**src/shared/rflls_pkg.sv**
```systemverilog
// shared constants and types of the rf link layer sequencer
package rflls_pkg;
  // digital clock rate
  localparam int CLK_HZ = 10000000;
  // time base of the gap, active and extension periods
  localparam int STEP_US = 250;
  localparam int STEP_CYC = (STEP_US * (CLK_HZ / 1000000) > 0) ? STEP_US * (CLK_HZ / 1000000) : 1;
  // physical buffer depth in bytes
  localparam int BUF_DEPTH = 64;
  localparam logic [8:0] BUF_DEPTH_W = 9'h040;
  // low threshold levels for the 2-bit select field
  localparam logic [6:0] LT_LEVEL0 = 7'h04;
  localparam logic [6:0] LT_LEVEL1 = 7'h08;
  localparam logic [6:0] LT_LEVEL2 = 7'h10;
  localparam logic [6:0] LT_LEVEL3 = 7'h20;
  // wake modes
  localparam logic [1:0] MODE_WOT = 2'h0;
  localparam logic [1:0] MODE_WOR = 2'h1;
  // strobe commands
  typedef enum logic [2:0] {
    RFLLS_CMD_NONE,
    RFLLS_CMD_IDLE,
    RFLLS_CMD_SLEEP,
    RFLLS_CMD_TX,
    RFLLS_CMD_RX,
    RFLLS_CMD_BANK,
    RFLLS_CMD_OTHER
  } rflls_cmd_t;
  // sequencer states
  typedef enum logic [3:0] {
    RFLLS_SLEEP,
    RFLLS_IDLE,
    RFLLS_TX,
    RFLLS_RX,
    RFLLS_ACK_WAIT,
    RFLLS_ACK_TX,
    RFLLS_GAP,
    RFLLS_REARM,
    RFLLS_STREAM
  } rflls_state_t;
  // reset values
  localparam logic [3:0] RESEND_RST = 4'h0;
  localparam logic [31:0] TIMER_RST = 32'h0;
endpackage

```
**src/rtl/rflls_period_timer.sv**
```systemverilog
// period counter with load, run and expiry pulse
`timescale 1ns/1ns
`default_nettype none
module rflls_period_timer #(
  parameter int WIDTH = 32
) (
  input wire logic clk,
  input wire logic nrst,
  input wire logic ce,
  input wire logic tick,
  input wire logic load,
  input wire logic run,
  input wire logic [WIDTH-1:0] value,
  output logic expired
);
  import rflls_pkg::*;
  logic [WIDTH-1:0] count_reg;

  initial
  begin
    if (WIDTH < 2)
    begin
      $error("rflls_period_timer width too small");
    end
  end

  // down counter, expiry pulses one cycle at zero
  always_ff @(posedge clk or negedge nrst)
  begin
    if (!nrst)
    begin
      count_reg <= '0;
      expired <= 1'b0;
    end
    else if (ce)
    begin
      expired <= 1'b0;
      if (load)
      begin
        count_reg <= value;
      end
      else if (run && tick)
      begin
        if (count_reg == '0)
        begin
          expired <= 1'b1;
          count_reg <= value;
        end
        else
        begin
          count_reg <= count_reg - 1'b1;
        end
      end
    end
  end
endmodule
`default_nettype wire

```
**src/rtl/rflls_sequencer.sv**
```systemverilog
// link layer sequencer: streaming, continuous rx, resend/ack, wake modes
`timescale 1ns/1ns
`default_nettype none
// Notes on behaviour
// - infinite mode lifts length limit; host refills buffer on each low threshold flag
// - ending infinite tx: clear mode, load remaining length, stop after all bytes; code counts the length latched at the tx strobe
// - infinite rx: host drains threshold bytes per flag; end likewise with rx length; code ignores infinite mode in rx, flag only in tx stream
// - continuous rx re-arms after delay, completion only for valid packets
// - packet before buffer read in continuous rx flags overflow and rx error
// - resend/ack enable: tx strobe starts resend, rx strobe starts ack
// - after sending, listen for ack for gap plus one times 250 us
// - valid ack gives tx completion and sleep; else resend while count below limit
// - ack side runs rx strobe to sleep, stores tag and crc of last packet
// - new good packet gives rx completion and ack; repeat gets ack only
// - bad crc or address: no interrupt, no ack, restart reception at once
// - after rx completion wait one gap before restarting reception
// - wake modes clocked from internal or external slow clock by select bit
// - timer single mode restarts on idle entry; continuous runs while enabled
// - in wake mode only idle, sleep and bank commands are accepted
// - wake on transmit: each period expiry sends buffer once then idles
// - with resend, wake transmit repeats to limit with one listen slot each
// - wake on receive: each expiry opens listen window of active plus one steps
// - preamble extends window by extension plus one steps; sync keeps receiving to packet end
// - good wake receive raises rx completion and stays in light sleep
// - wake receive with ack listens active plus extension, acks each good packet; code listens active plus one steps, extension only on preamble
// - low threshold select gives 4, 8, 16 or 32 bytes, flag below level
module rflls_sequencer #(
  parameter int LEN_W = 8
) (
  input wire logic clk,
  input wire logic nrst,
  input wire logic ce,
  input wire rflls_pkg::rflls_cmd_t strobe,
  input wire logic infinite_stream_enable,
  input wire logic low_threshold_enable,
  input wire logic [1:0] low_threshold_select,
  input wire logic low_threshold_clear,
  input wire logic [6:0] buffer_fill,
  input wire logic [LEN_W-1:0] transmit_length,
  input wire logic continuous_receive_enable,
  input wire logic [2:0] rearm_delay,
  input wire logic rx_buffer_read,
  input wire logic resend_ack_enable,
  input wire logic [3:0] resend_limit,
  input wire logic [7:0] receive_gap_period,
  input wire logic auto_wake_enable,
  input wire logic [1:0] auto_wake_mode,
  input wire logic wake_clock_select,
  input wire logic wake_timer_mode,
  input wire logic [15:0] wake_period,
  input wire logic [10:0] listen_active_period,
  input wire logic [15:0] listen_extend_period,
  input wire logic internal_slow_oscillator,
  input wire logic external_slow_clock_input,
  input wire logic radio_done,
  input wire logic pkt_valid,
  input wire logic pkt_crc_ok,
  input wire logic [1:0] packet_sequence_tag,
  input wire logic [15:0] pkt_crc,
  input wire logic preamble_seen,
  input wire logic sync_seen,
  output logic radio_tx,
  output logic radio_rx,
  output logic tx_complete,
  output logic rx_complete,
  output logic rx_error,
  output logic overflow,
  output logic low_threshold_flag,
  output logic [3:0] resend_count,
  output logic in_auto_wake
);
  import rflls_pkg::*;
  rflls_state_t state_reg;
  logic [3:0] resend_reg;
  logic [31:0] wait_reg;
  logic [1:0] tag_reg;
  logic [15:0] crc_reg;
  logic have_last_reg;
  logic unread_reg;
  logic ack_mode_reg;
  logic listening_reg;
  logic sync_reg;
  logic [LEN_W-1:0] left_reg;
  logic [2:0] int_sync;
  logic [2:0] ext_sync;
  logic slow_tick;
  logic wake_expired;
  logic timer_load;
  logic timer_run;
  logic [6:0] level;
  logic is_repeat;
  logic wake_on;
  logic [31:0] gap_cyc;
  logic [31:0] rearm_cyc;
  logic [31:0] active_cyc;
  logic [31:0] extend_cyc;

  initial
  begin
    if (LEN_W < 8)
    begin
      $error("rflls_sequencer length width too small");
    end
  end

  // slow clock select
  // two stage synchronisers, edge taken from stage two and three
  always_ff @(posedge clk or negedge nrst)
  begin
    if (!nrst)
    begin
      int_sync <= 3'h0;
      ext_sync <= 3'h0;
    end
    else if (ce)
    begin
      int_sync <= {int_sync[1:0], internal_slow_oscillator};
      ext_sync <= {ext_sync[1:0], external_slow_clock_input};
    end
  end
  assign slow_tick = wake_clock_select ? (ext_sync[1] & ~ext_sync[2])
                                       : (int_sync[1] & ~int_sync[2]);

  // durations in system clock cycles
  assign gap_cyc = (32'(receive_gap_period) + 32'h1) * 32'(STEP_CYC);
  assign rearm_cyc = (32'(rearm_delay) + 32'h1) * 32'(STEP_CYC);
  assign active_cyc = (32'(listen_active_period) + 32'h1) * 32'(STEP_CYC);
  assign extend_cyc = (32'(listen_extend_period) + 32'h1) * 32'(STEP_CYC);
  assign wake_on = auto_wake_enable && (auto_wake_mode == MODE_WOT || auto_wake_mode == MODE_WOR);

  always_comb
  begin
    timer_load = 1'b0;
    timer_run = 1'b0;
    if (wake_on)
    begin
      if (wake_timer_mode)
      begin
        timer_run = in_auto_wake;
        timer_load = (strobe == RFLLS_CMD_IDLE);
      end
      else
      begin
        timer_run = (state_reg == RFLLS_IDLE) && in_auto_wake;
        timer_load = (state_reg != RFLLS_IDLE) || (strobe == RFLLS_CMD_IDLE);
      end
    end
  end

  rflls_period_timer #(
    .WIDTH(16)
  ) u_wake_timer (
    .clk(clk),
    .nrst(nrst),
    .ce(ce),
    .tick(slow_tick),
    .load(timer_load),
    .run(timer_run),
    .value(wake_period),
    .expired(wake_expired)
  );

  always_comb
  begin
    case (low_threshold_select)
      2'h0: level = LT_LEVEL0;
      2'h1: level = LT_LEVEL1;
      2'h2: level = LT_LEVEL2;
      default: level = LT_LEVEL3;
    endcase
  end

  // low threshold flag, set wins over clear
  always_ff @(posedge clk or negedge nrst)
  begin
    if (!nrst)
    begin
      low_threshold_flag <= 1'b0;
    end
    else if (ce)
    begin
      if (low_threshold_enable && buffer_fill < level && state_reg == RFLLS_STREAM)
      begin
        low_threshold_flag <= 1'b1;
      end
      else if (low_threshold_clear)
      begin
        low_threshold_flag <= 1'b0;
      end
    end
  end

  // repeat detection on tag and crc
  assign is_repeat = have_last_reg && tag_reg == packet_sequence_tag && crc_reg == pkt_crc;

  // main sequencer
  always_ff @(posedge clk or negedge nrst)
  begin
    if (!nrst)
    begin
      state_reg <= RFLLS_SLEEP;
      resend_reg <= RESEND_RST;
      wait_reg <= TIMER_RST;
      tag_reg <= 2'h0;
      crc_reg <= 16'h0;
      have_last_reg <= 1'b0;
      unread_reg <= 1'b0;
      ack_mode_reg <= 1'b0;
      listening_reg <= 1'b0;
      sync_reg <= 1'b0;
      left_reg <= '0;
      in_auto_wake <= 1'b0;
      radio_tx <= 1'b0;
      radio_rx <= 1'b0;
      tx_complete <= 1'b0;
      rx_complete <= 1'b0;
      rx_error <= 1'b0;
      overflow <= 1'b0;
      resend_count <= RESEND_RST;
    end
    else if (ce)
    begin
      tx_complete <= 1'b0;
      rx_complete <= 1'b0;
      rx_error <= 1'b0;
      resend_count <= resend_reg;
      if (rx_buffer_read)
      begin
        unread_reg <= 1'b0;
      end
      if (wait_reg != 32'h0)
      begin
        wait_reg <= wait_reg - 32'h1;
      end
      // wake mode ends in idle when enable clears or mode is neither MODE_WOT nor MODE_WOR
      if (!wake_on && in_auto_wake && state_reg == RFLLS_IDLE)
      begin
        in_auto_wake <= 1'b0;
        state_reg <= RFLLS_SLEEP;
      end
      if (strobe == RFLLS_CMD_SLEEP)
      begin
        state_reg <= RFLLS_SLEEP;
        in_auto_wake <= 1'b0;
        radio_tx <= 1'b0;
        radio_rx <= 1'b0;
        have_last_reg <= 1'b0;
      end
      else if (strobe == RFLLS_CMD_IDLE && wake_on)
      begin
        in_auto_wake <= 1'b1;
        state_reg <= RFLLS_IDLE;
        radio_tx <= 1'b0;
        radio_rx <= 1'b0;
      end
      else
      begin
        case (state_reg)
          RFLLS_SLEEP, RFLLS_IDLE:
          begin
            // other strobes ignored in wake mode
            if (!in_auto_wake && strobe == RFLLS_CMD_TX)
            begin
              resend_reg <= RESEND_RST;
              ack_mode_reg <= resend_ack_enable;
              left_reg <= transmit_length;
              radio_tx <= 1'b1;
              state_reg <= infinite_stream_enable ? RFLLS_STREAM : RFLLS_TX;
            end
            else if (!in_auto_wake && strobe == RFLLS_CMD_RX)
            begin
              ack_mode_reg <= resend_ack_enable;
              radio_rx <= 1'b1;
              state_reg <= RFLLS_RX;
            end
            else if (in_auto_wake && wake_expired)
            begin
              resend_reg <= RESEND_RST;
              ack_mode_reg <= resend_ack_enable;
              sync_reg <= 1'b0;
              if (auto_wake_mode == MODE_WOT)
              begin
                radio_tx <= 1'b1;
                state_reg <= RFLLS_TX;
              end
              else
              begin
                // listen window of active plus one steps
                radio_rx <= 1'b1;
                listening_reg <= 1'b0;
                wait_reg <= active_cyc;
                state_reg <= RFLLS_RX;
              end
            end
          end
          RFLLS_STREAM:
          begin
            // finish when the loaded length is sent
            if (!infinite_stream_enable && radio_done)
            begin
              if (left_reg <= LEN_W'(1))
              begin
                radio_tx <= 1'b0;
                tx_complete <= 1'b1;
                state_reg <= RFLLS_SLEEP;
              end
              left_reg <= left_reg - LEN_W'(1);
            end
          end
          RFLLS_TX:
          begin
            if (radio_done)
            begin
              radio_tx <= 1'b0;
              if (ack_mode_reg)
              begin
                // listen for ack during gap plus one steps
                radio_rx <= 1'b1;
                wait_reg <= gap_cyc;
                state_reg <= RFLLS_ACK_WAIT;
              end
              else
              begin
                tx_complete <= !in_auto_wake;
                state_reg <= in_auto_wake ? RFLLS_IDLE : RFLLS_SLEEP;
              end
            end
          end
          RFLLS_ACK_WAIT:
          begin
            if (radio_done && pkt_crc_ok)
            begin
              radio_rx <= 1'b0;
              tx_complete <= 1'b1;
              state_reg <= in_auto_wake ? RFLLS_IDLE : RFLLS_SLEEP;
            end
            else if (wait_reg == 32'h0)
            begin
              radio_rx <= 1'b0;
              if (resend_reg < resend_limit)
              begin
                resend_reg <= resend_reg + 4'h1;
                radio_tx <= 1'b1;
                state_reg <= RFLLS_TX;
              end
              else
              begin
                state_reg <= in_auto_wake ? RFLLS_IDLE : RFLLS_SLEEP;
              end
            end
          end
          RFLLS_RX:
          begin
            // preamble extends, sync holds to packet end
            if (in_auto_wake && preamble_seen && !listening_reg)
            begin
              listening_reg <= 1'b1;
              wait_reg <= wait_reg + extend_cyc;
            end
            if (sync_seen)
            begin
              sync_reg <= 1'b1;
            end
            if (radio_done)
            begin
              radio_rx <= 1'b0;
              sync_reg <= 1'b0;
              if (!(pkt_valid && pkt_crc_ok))
              begin
                // bad packet: restart reception at once
                radio_rx <= 1'b1;
              end
              else if (ack_mode_reg)
              begin
                // new packet completion, repeat ack only
                rx_complete <= !is_repeat;
                unread_reg <= unread_reg | !is_repeat;
                tag_reg <= packet_sequence_tag;
                crc_reg <= pkt_crc;
                have_last_reg <= 1'b1;
                radio_tx <= 1'b1;
                state_reg <= RFLLS_ACK_TX;
              end
              else if (continuous_receive_enable && !in_auto_wake)
              begin
                if (unread_reg)
                begin
                  overflow <= 1'b1;
                  rx_error <= 1'b1;
                end
                else
                begin
                  rx_complete <= 1'b1;
                  unread_reg <= 1'b1;
                end
                wait_reg <= rearm_cyc;
                state_reg <= RFLLS_REARM;
              end
              else
              begin
                // good wake receive parks in light sleep
                rx_complete <= 1'b1;
                unread_reg <= 1'b1;
                in_auto_wake <= 1'b0;
                state_reg <= RFLLS_SLEEP;
              end
            end
            else if (in_auto_wake && !sync_reg && !sync_seen && wait_reg == 32'h0)
            begin
              radio_rx <= 1'b0;
              state_reg <= RFLLS_IDLE;
            end
          end
          RFLLS_ACK_TX:
          begin
            if (radio_done)
            begin
              radio_tx <= 1'b0;
              if (in_auto_wake)
              begin
                // back to listening after the ack
                radio_rx <= 1'b1;
                state_reg <= RFLLS_RX;
              end
              else
              begin
                wait_reg <= gap_cyc;
                state_reg <= RFLLS_GAP;
              end
            end
          end
          RFLLS_GAP, RFLLS_REARM:
          begin
            if (wait_reg == 32'h0)
            begin
              radio_rx <= 1'b1;
              state_reg <= RFLLS_RX;
            end
          end
          default:
          begin
            state_reg <= RFLLS_SLEEP;
          end
        endcase
      end
      if (strobe == RFLLS_CMD_RX && !in_auto_wake)
      begin
        overflow <= 1'b0;
      end
    end
  end

  // checks
  // ack completion
  ack_done_a: assert property (@(posedge clk) disable iff (!nrst)
    (ce && state_reg == RFLLS_ACK_WAIT && radio_done && pkt_crc_ok && strobe == RFLLS_CMD_NONE)
    |=> tx_complete) else $error("ack did not complete tx");
  bad_pkt_a: assert property (@(posedge clk) disable iff (!nrst)
    (ce && state_reg == RFLLS_RX && radio_done && !pkt_crc_ok && strobe == RFLLS_CMD_NONE)
    |=> !rx_complete && radio_rx && !radio_tx) else $error("bad packet mishandled");
  limit_quiet_a: assert property (@(posedge clk) disable iff (!nrst)
    (ce && state_reg == RFLLS_ACK_WAIT && wait_reg == 32'h0 && !radio_done
     && resend_reg >= resend_limit && strobe == RFLLS_CMD_NONE)
    |=> !tx_complete && !radio_tx) else $error("limit reached but not quiet");
  resend_step_a: assert property (@(posedge clk) disable iff (!nrst)
    (ce && state_reg == RFLLS_ACK_WAIT && wait_reg == 32'h0 && !radio_done
     && resend_reg < resend_limit && strobe == RFLLS_CMD_NONE)
    |=> resend_reg == $past(resend_reg) + 4'h1) else $error("resend count stuck");
  repeat_quiet_a: assert property (@(posedge clk) disable iff (!nrst)
    (ce && state_reg == RFLLS_RX && ack_mode_reg && radio_done && pkt_valid && pkt_crc_ok
     && is_repeat && strobe == RFLLS_CMD_NONE)
    |=> !rx_complete && radio_tx) else $error("repeat raised completion");
  overflow_set_a: assert property (@(posedge clk) disable iff (!nrst)
    (ce && state_reg == RFLLS_RX && !ack_mode_reg && !in_auto_wake && continuous_receive_enable
     && radio_done && pkt_valid && pkt_crc_ok && unread_reg && strobe == RFLLS_CMD_NONE)
    |=> overflow && rx_error) else $error("overflow missed");
  // tx strobe ignored in wake mode
  wake_ignore_a: assert property (@(posedge clk) disable iff (!nrst)
    (ce && in_auto_wake && state_reg == RFLLS_IDLE && strobe == RFLLS_CMD_TX && !wake_expired)
    |=> !radio_tx) else $error("strobe accepted in wake mode");
  low_flag_a: assert property (@(posedge clk) disable iff (!nrst)
    (ce && low_threshold_enable && state_reg == RFLLS_STREAM && buffer_fill < level)
    |=> low_threshold_flag) else $error("low threshold flag missed");
endmodule
`default_nettype wire

```
**config.mk**
```make
export PLATFORM = sky130hd
export DESIGN_NAME = rflls_sequencer
export DESIGN_NICKNAME = d
export VERILOG_FILES = /design/src/shared/rflls_pkg.sv /design/src/rtl/rflls_period_timer.sv /design/src/rtl/rflls_sequencer.sv
export SDC_FILE = /design/constraint.sdc
export NUM_CORES = 1
export LEC_CHECK = 0
export BUFFER_PORTS_ARGS = -buffer_cell sky130_fd_sc_hd__clkbuf_2
export CAP_MARGIN = 10
export CELL_PAD_IN_SITES_DETAIL_PLACEMENT = 1
export CELL_PAD_IN_SITES_GLOBAL_PLACEMENT = 1
export CORE_MARGIN = 10
export CORE_UTILIZATION = 25
export CTS_CLUSTER_SIZE = 8
export DETAILED_ROUTE_END_ITERATION = 7
export PLACE_DENSITY_LB_ADDON = 0.1
export REMOVE_ABC_BUFFERS = 1
export SYNTH_ARGS = -nofsm -noshare
export SYNTH_HDL_FRONTEND = slang
export SYNTH_SLANG_ARGS = --single-unit
```
**constraint.sdc**
```tcl
create_clock -name clk -period 6.2 [get_ports clk]
set_input_delay 0.62 -clock clk [delete_from_list [all_inputs] [get_ports clk]]
set_output_delay 0.62 -clock clk [all_outputs]
set_load 0.02 [all_outputs]
```
== Yosys cells after proc, flatten, opt, wreduce, memory -nomap -nowiden ==
Index checks and enable logic that the tools add are counted.

* Reductions and logical operators: 69
* Magnitude comparators: 3
* $mul: 4
* Bitwise operators: 7
* Muxes and demuxes: 166
* Eq/ne operators: 57
* Add/sub/neg operators: 9

{| class="wikitable"
|+ Operator list
! operator !! count
|-
| 32-bit two-way mux || 16
|-
| 32-bit case mux with 4 select lines || 1
|-
| 1-bit two-way mux || 107
|-
| 4-bit two-way mux || 23
|-
| 16-bit two-way mux || 3
|-
| 4-bit inequality test, second input constant || 12
|-
| 5-bit inequality test, second input constant || 7
|-
| 32-bit by 29-bit adder with 32-bit output || 1
|-
| 32-bit logical NOT || 1
|-
| 32-bit nonzero test || 1
|-
| 32-bit by 1-bit subtractor with 32-bit output, second input constant || 1
|-
| 4-bit case mux with 7 select lines || 1
|-
| 2-bit nonzero test || 14
|-
| 17-bit by 10-bit multiplier with 27-bit output, second input constant || 1
|-
| 9-bit AND reduction || 3
|-
| 1-bit logical AND || 22
|-
| 12-bit by 10-bit multiplier with 22-bit output, second input constant || 1
|-
| 2-bit inequality test, second input constant || 10
|-
| 9-bit by 10-bit multiplier with 19-bit output, second input constant || 1
|-
| 6-bit case mux with 3 select lines || 1
|-
| 16-bit by 1-bit adder with 17-bit output, second input constant || 1
|-
| 16-bit equality test || 1
|-
| 4-bit by 3-bit equality test with 1-bit output, second input constant || 4
|-
| 16-bit logical NOT || 1
|-
| other kinds (49) || 81
|}

* Logic and storage cells: 339
* Input bits: 117
* Bits in registers: 106
* Output and inout bits: 12

== Logic depth before layout (Yosys ltp) ==
* Word-level depth: 14
* Gate-level depth with buffers: 33
* Gate-level depth less buffers: 33

== Modules after synthesis ==
Synthesis repeated with hierarchy kept, for this count alone.

* Cells, all modules: 1955
* Area, all modules: 15947.8 µm²

{| class="wikitable"
|+ By module, submodules not included
! module !! seq. area each (µm²) !! area each (µm²) !! cells an instance !! instances
|-
| rflls_sequencer || 2227.1 || 14760.4 || 1820 || 1
|-
| rflls_period_timer || 425.4 || 1187.4 || 135 || 1
|}

== Least setup slack after synthesis ==
No wires, ideal clock.

* Path type: input-to-reg
* Start: input listen_extend_period[3]
* End: register wait_reg[31]
* Library setup time: 129 ps
* Arrival time: 7160 ps
* Stages on the path: 31
* Buffers on the path: 0
* Data required time: 6071 ps
* Slack: -1088 ps
* Cells stage by stage: nand3_1 -> nor2_1 -> nand4_1 -> nor2_1 -> xor2_1 -> ha_1 -> xor2_1 -> ha_1 -> fa_1 -> ha_1 -> inv_1 -> fa_1 -> inv_1 -> ha_1 -> nand4_1 -> or4b_2 -> a21boi_0 -> o21ai_0 -> nand2b_1 -> a21o_1 -> a21oi_1 -> xnor2_1 -> ha_1 -> a21oi_1 -> o21bai_1 -> a21o_1 -> a21o_1 -> a21o_1 -> o31ai_1 -> or4b_2 -> nand3_1

* Longest elaborated chain between the ends: 11

{| class="wikitable"
|+ RTL lines
! what !! RTL line !! text
|-
| start, declared || rflls_sequencer.sv:52 || <nowiki>input wire logic [15:0] listen_extend_period,</nowiki>
|-
| 16-bit by 1-bit adder with 17-bit output * || rflls_sequencer.sv:128 || <nowiki>assign extend_cyc = (32'(listen_extend_period) + 32'h1) * 32'(STEP_CYC);</nowiki>
|-
| 17-bit by 10-bit multiplier with 27-bit output * || rflls_sequencer.sv:128 ||
|-
| 32-bit by 29-bit adder with 32-bit output * || rflls_sequencer.sv:358 || <nowiki>wait_reg <= wait_reg + extend_cyc;</nowiki>
|-
| 32-bit two-way mux * || rflls_sequencer.sv:355 || <nowiki>if (in_auto_wake && preamble_seen && !listening_reg)</nowiki>
|-
| 32-bit two-way mux || rflls_sequencer.sv:384 || <nowiki>else if (continuous_receive_enable && !in_auto_wake)</nowiki>
|-
| 32-bit two-way mux || rflls_sequencer.sv:373 || <nowiki>else if (ack_mode_reg)</nowiki>
|-
| 32-bit two-way mux || rflls_sequencer.sv:368 || <nowiki>if (!(pkt_valid && pkt_crc_ok))</nowiki>
|-
| 32-bit two-way mux * || rflls_sequencer.sv:364 || <nowiki>if (radio_done)</nowiki>
|-
| 32-bit case mux with 4 select lines * || rflls_sequencer.sv:258 || <nowiki>case (state_reg)</nowiki>
|-
| 32-bit two-way mux * || rflls_sequencer.sv:249 || <nowiki>else if (strobe == RFLLS_CMD_IDLE && wake_on)</nowiki>
|-
| 32-bit two-way mux * || rflls_sequencer.sv:241 || <nowiki>if (strobe == RFLLS_CMD_SLEEP)</nowiki>
|-
| end signal, assigned || rflls_sequencer.sv:233 || <nowiki>wait_reg <= wait_reg - 32'h1;</nowiki>
|-
| end signal, assigned || rflls_sequencer.sv:358 ||
|-
| end signal, assigned || rflls_sequencer.sv:396 || <nowiki>wait_reg <= rearm_cyc;</nowiki>
|-
| end, declared || rflls_sequencer.sv:75 || <nowiki>logic [31:0] wait_reg;</nowiki>
|}

Every way passes the cells marked *; elsewhere a longest branch is shown, timed or not.
A chain may end at the register's enable or synchronous reset.

== Final worst setup path ==
* Start: input listen_extend_period[4]
* End: register wait_reg[31]

Same word-level chain as after synthesis.

==> impl_results.md <==
* Crit Path Class: input pin to register
* Fin. max-slew vios at 0
* Fraction of the cycle the final worst path needs at 104.5%
* First-pass GRT wire length at 91440 um
* Max-cap violations at 0
* Detailed Route WL at 57530 um
* Worst-case clock buffer depth at 2
* Clock Skew at 0.01810 ns
* Synth Flop Type: dfrtp_1
* DRC errors left at 0
* Skew-Pair Late Insertion Delay at 0.39 ns
* Worst min path class: input pin to async pin
* Lkg Pwr at 0.009757 uW
* Largest area contributor in the netlist: ha_1
* GRT met3 Usage at 1.703%
* Ranking of synthesized cells by area: ha_1 (19%), dfrtp_1 (17%), fa_1 (9.0%), inv_1 (6.0%), o21ai_0 (4.8%)
* Pre-CTS setup slack at -1.566 ns
* Seq/Total Area, Yosys at 16.83%
* Most common cell in the netlist: inv_1
* Fraction of registers with async set or reset after synthesis at 100.0%
* Unrepaired setup endpoints after global routing: yes
* Fin nets at 2679
* Vias per inst at 4.967
* Clock Root Buffer: clkbuf_16
* H-tree depth at 3
* Peak supply drop at 0.4427 mV
* Maximum fanout along the worst path at 5
* Fin. Hold Viols at 0
* Die area at 73490 um2
* Synth warn at 0
* Area growth from synthesis to layout at 28.45%
* CTS Sinks at 106
* Routability congestion estimate at 0.8436
* Critical path launch point type: input pin
* Post-Syn Area per Cell at 8.141 um2
* Die span in x at 271.1 um
* Initial drt markers at 737
* CP arrival at 6.81 ns
* GR peak layer: met2
* PwrDens at 522.7 nW/um2
* Routed len/inst at 18.59 um
* Worst-Margin Slew at 1.028 ns
* Achievable Freq at 154.4 MHz
* CTS tree: done
* Post-DRT Antenna Nets at 0
* Yosys cell types at 84
* Starting Density at 25.40%
* CP peak stage delay at 0.59 ns
* Non-filler instance count after layout at 3095
* Met2 Usage GRT at 25.87%
* Port Buf Inserts at 126
* Top cell type's share of synthesized area at 18.89%
* Setup WS post-layout at -0.2778 ns
* # IOs at 129
* Vert. Die Dim at 271.1 um
* Total GRT Usage at 15.43%
* Worst slew margin at 31.38%
* Placeable Area at 62050 um2
* Failing checks: setup timing
* Max reg flops at 32
* Post-synth top cells: inv_1 (253), ha_1 (238), o21ai_0 (151), nor2_1 (137), nand2_1 (132)
* Dpl hpwl at 46790 um
* Flops & latches, synth at 106
* Remaining Overflow, GRT at 0
* Total iterations of the first detailed-routing run at 5
* Site row count at 91
* Clock buffer count from CTS at 9
* Critical-path top delay cell: or4b_4
* Antenna Cells at 0
* Cell count after synthesis at 1936
* Vias in the first global route at 16210
* Worst EP required at 6.53 ns
* Clock Pin Slew Worst Setup and Hold Paths at 0.09 ns
* EDFF count, synth at 0
* Initial antenna violation count at 1
* Outcome: finished, violations left
* CP endpoint kind: register
* M1 GR Usage at 21.13%
* Final core utilization at 32.63%
* Cells after DPL at 3043
* CTS Hold Buffers Added at 0
* Setup TNS at -1.532 ns
* Worst hold margin at 0.3376 ns
* Final Critical Period at 6.478 ns
* Post-Syn Area at 15760 um2
* Vias at 15370
* Count of final setup violators at 9
* Layout cells sized above 1 at 25.60%
* Largest net degree at the start of global routing at 55
## layout by cell type (no fill, tap or decap), types with 10 or more instances in the layout
cell / n
a21o_1: 34
a21oi_1: 104
a21oi_2: 24
a22oi_1: 16
a31oi_1: 16
and3_1: 16
buf_4: 212
buf_6: 18
clkbuf_2: 120
dfrtp_1: 106
fa_1: 71
ha_1: 223
ha_4: 11
inv_1: 241
inv_2: 12
mux2_2: 28
nand2_1: 123
nand2b_1: 17
nand3_1: 48
nand4_1: 13
nor2_1: 129
nor2b_1: 12
nor3_1: 62
nor4_1: 17
o21a_1: 15
o21ai_0: 134
o21ai_1: 11
o22ai_1: 15
xnor2_1: 54
xnor2_2: 10
xor2_1: 62
## through the flow
| step | power [uW] | area, um2 |
|---|---|---|
| finish | 10580 | 20250 |
| global route | 11650 | 20250 |
| CTS | 9868 | 19660 |
| detailed placement | 8533 | 18630 |
| global placement | 8430 | 18630 |
| floorplan | 5549 | 15480 |
## metal layers
metal / up-vias / part of all wire (%)
met5: - / 0.021
li1: 7465 / -
met3: 42 / 3.2
met2: 234 / 47
met1: 7629 / 48
met4: 2 / 1.3
## area by class of cell
type	instances	area (um2)
fill	7380	41810
multi-input combinational	1527	12800
inverter	253	949.7
timing repair buffer	356	2489
tap	837	1047
clock inverter	7	77.57
sequential	106	2653
clock buffer	9	225.2
## worst max-delay path, delay by kind of cell
kind | cells | cell delay [ns]
compound gates | 5 | 0.85
xor+xnor | 3 | 0.46
simple gates | 10 | 1.93
fa+ha+maj | 6 | 2.12
buf+inv | 8 | 0.82
## what timing repair did
item	CTS	global route
gates resized for setup	121	104
setup buffers	26	14
pin swaps	92	87
setup endpoints to repair	16	18
## kinds of logic after synthesis
kind of cell    synth area share [%]
simple gates                   17.12
compound gates                 20.24
fa+ha+maj                      27.91
buf+inv                        7.827
xor+xnor                       7.613
flops                          16.83
mux                            2.453
## path summary, 6_finish.rpt
kind | startpoint | slack [ns] | end | depth (start not counted)
max in group asynchronous | nrst | 4.60 | wait_reg[27] | 2
worst min register to register | tx_complete | 0.49 | tx_complete | 2
min in group clk | rx_buffer_read | 0.45 | unread_reg | 2
worst min-delay path | nrst | 0.34 | u_wake_timer.count_reg[12] | 1
worst max-delay path | listen_extend_period[4] | -0.28 | wait_reg[31] | 32
worst max register to register | state_reg[0] | 2.36 | wait_reg[25] | 10
## power breakdown
group / internal, uW / total, uW / switching (uW)
Combinational: 4090 / 8760 / 4670
Sequential: 869 / 1200 / 327
Clock: 288 / 628 / 340
Total: 5250 / 10600 / 5340
(Power assumes the default switching activity.)
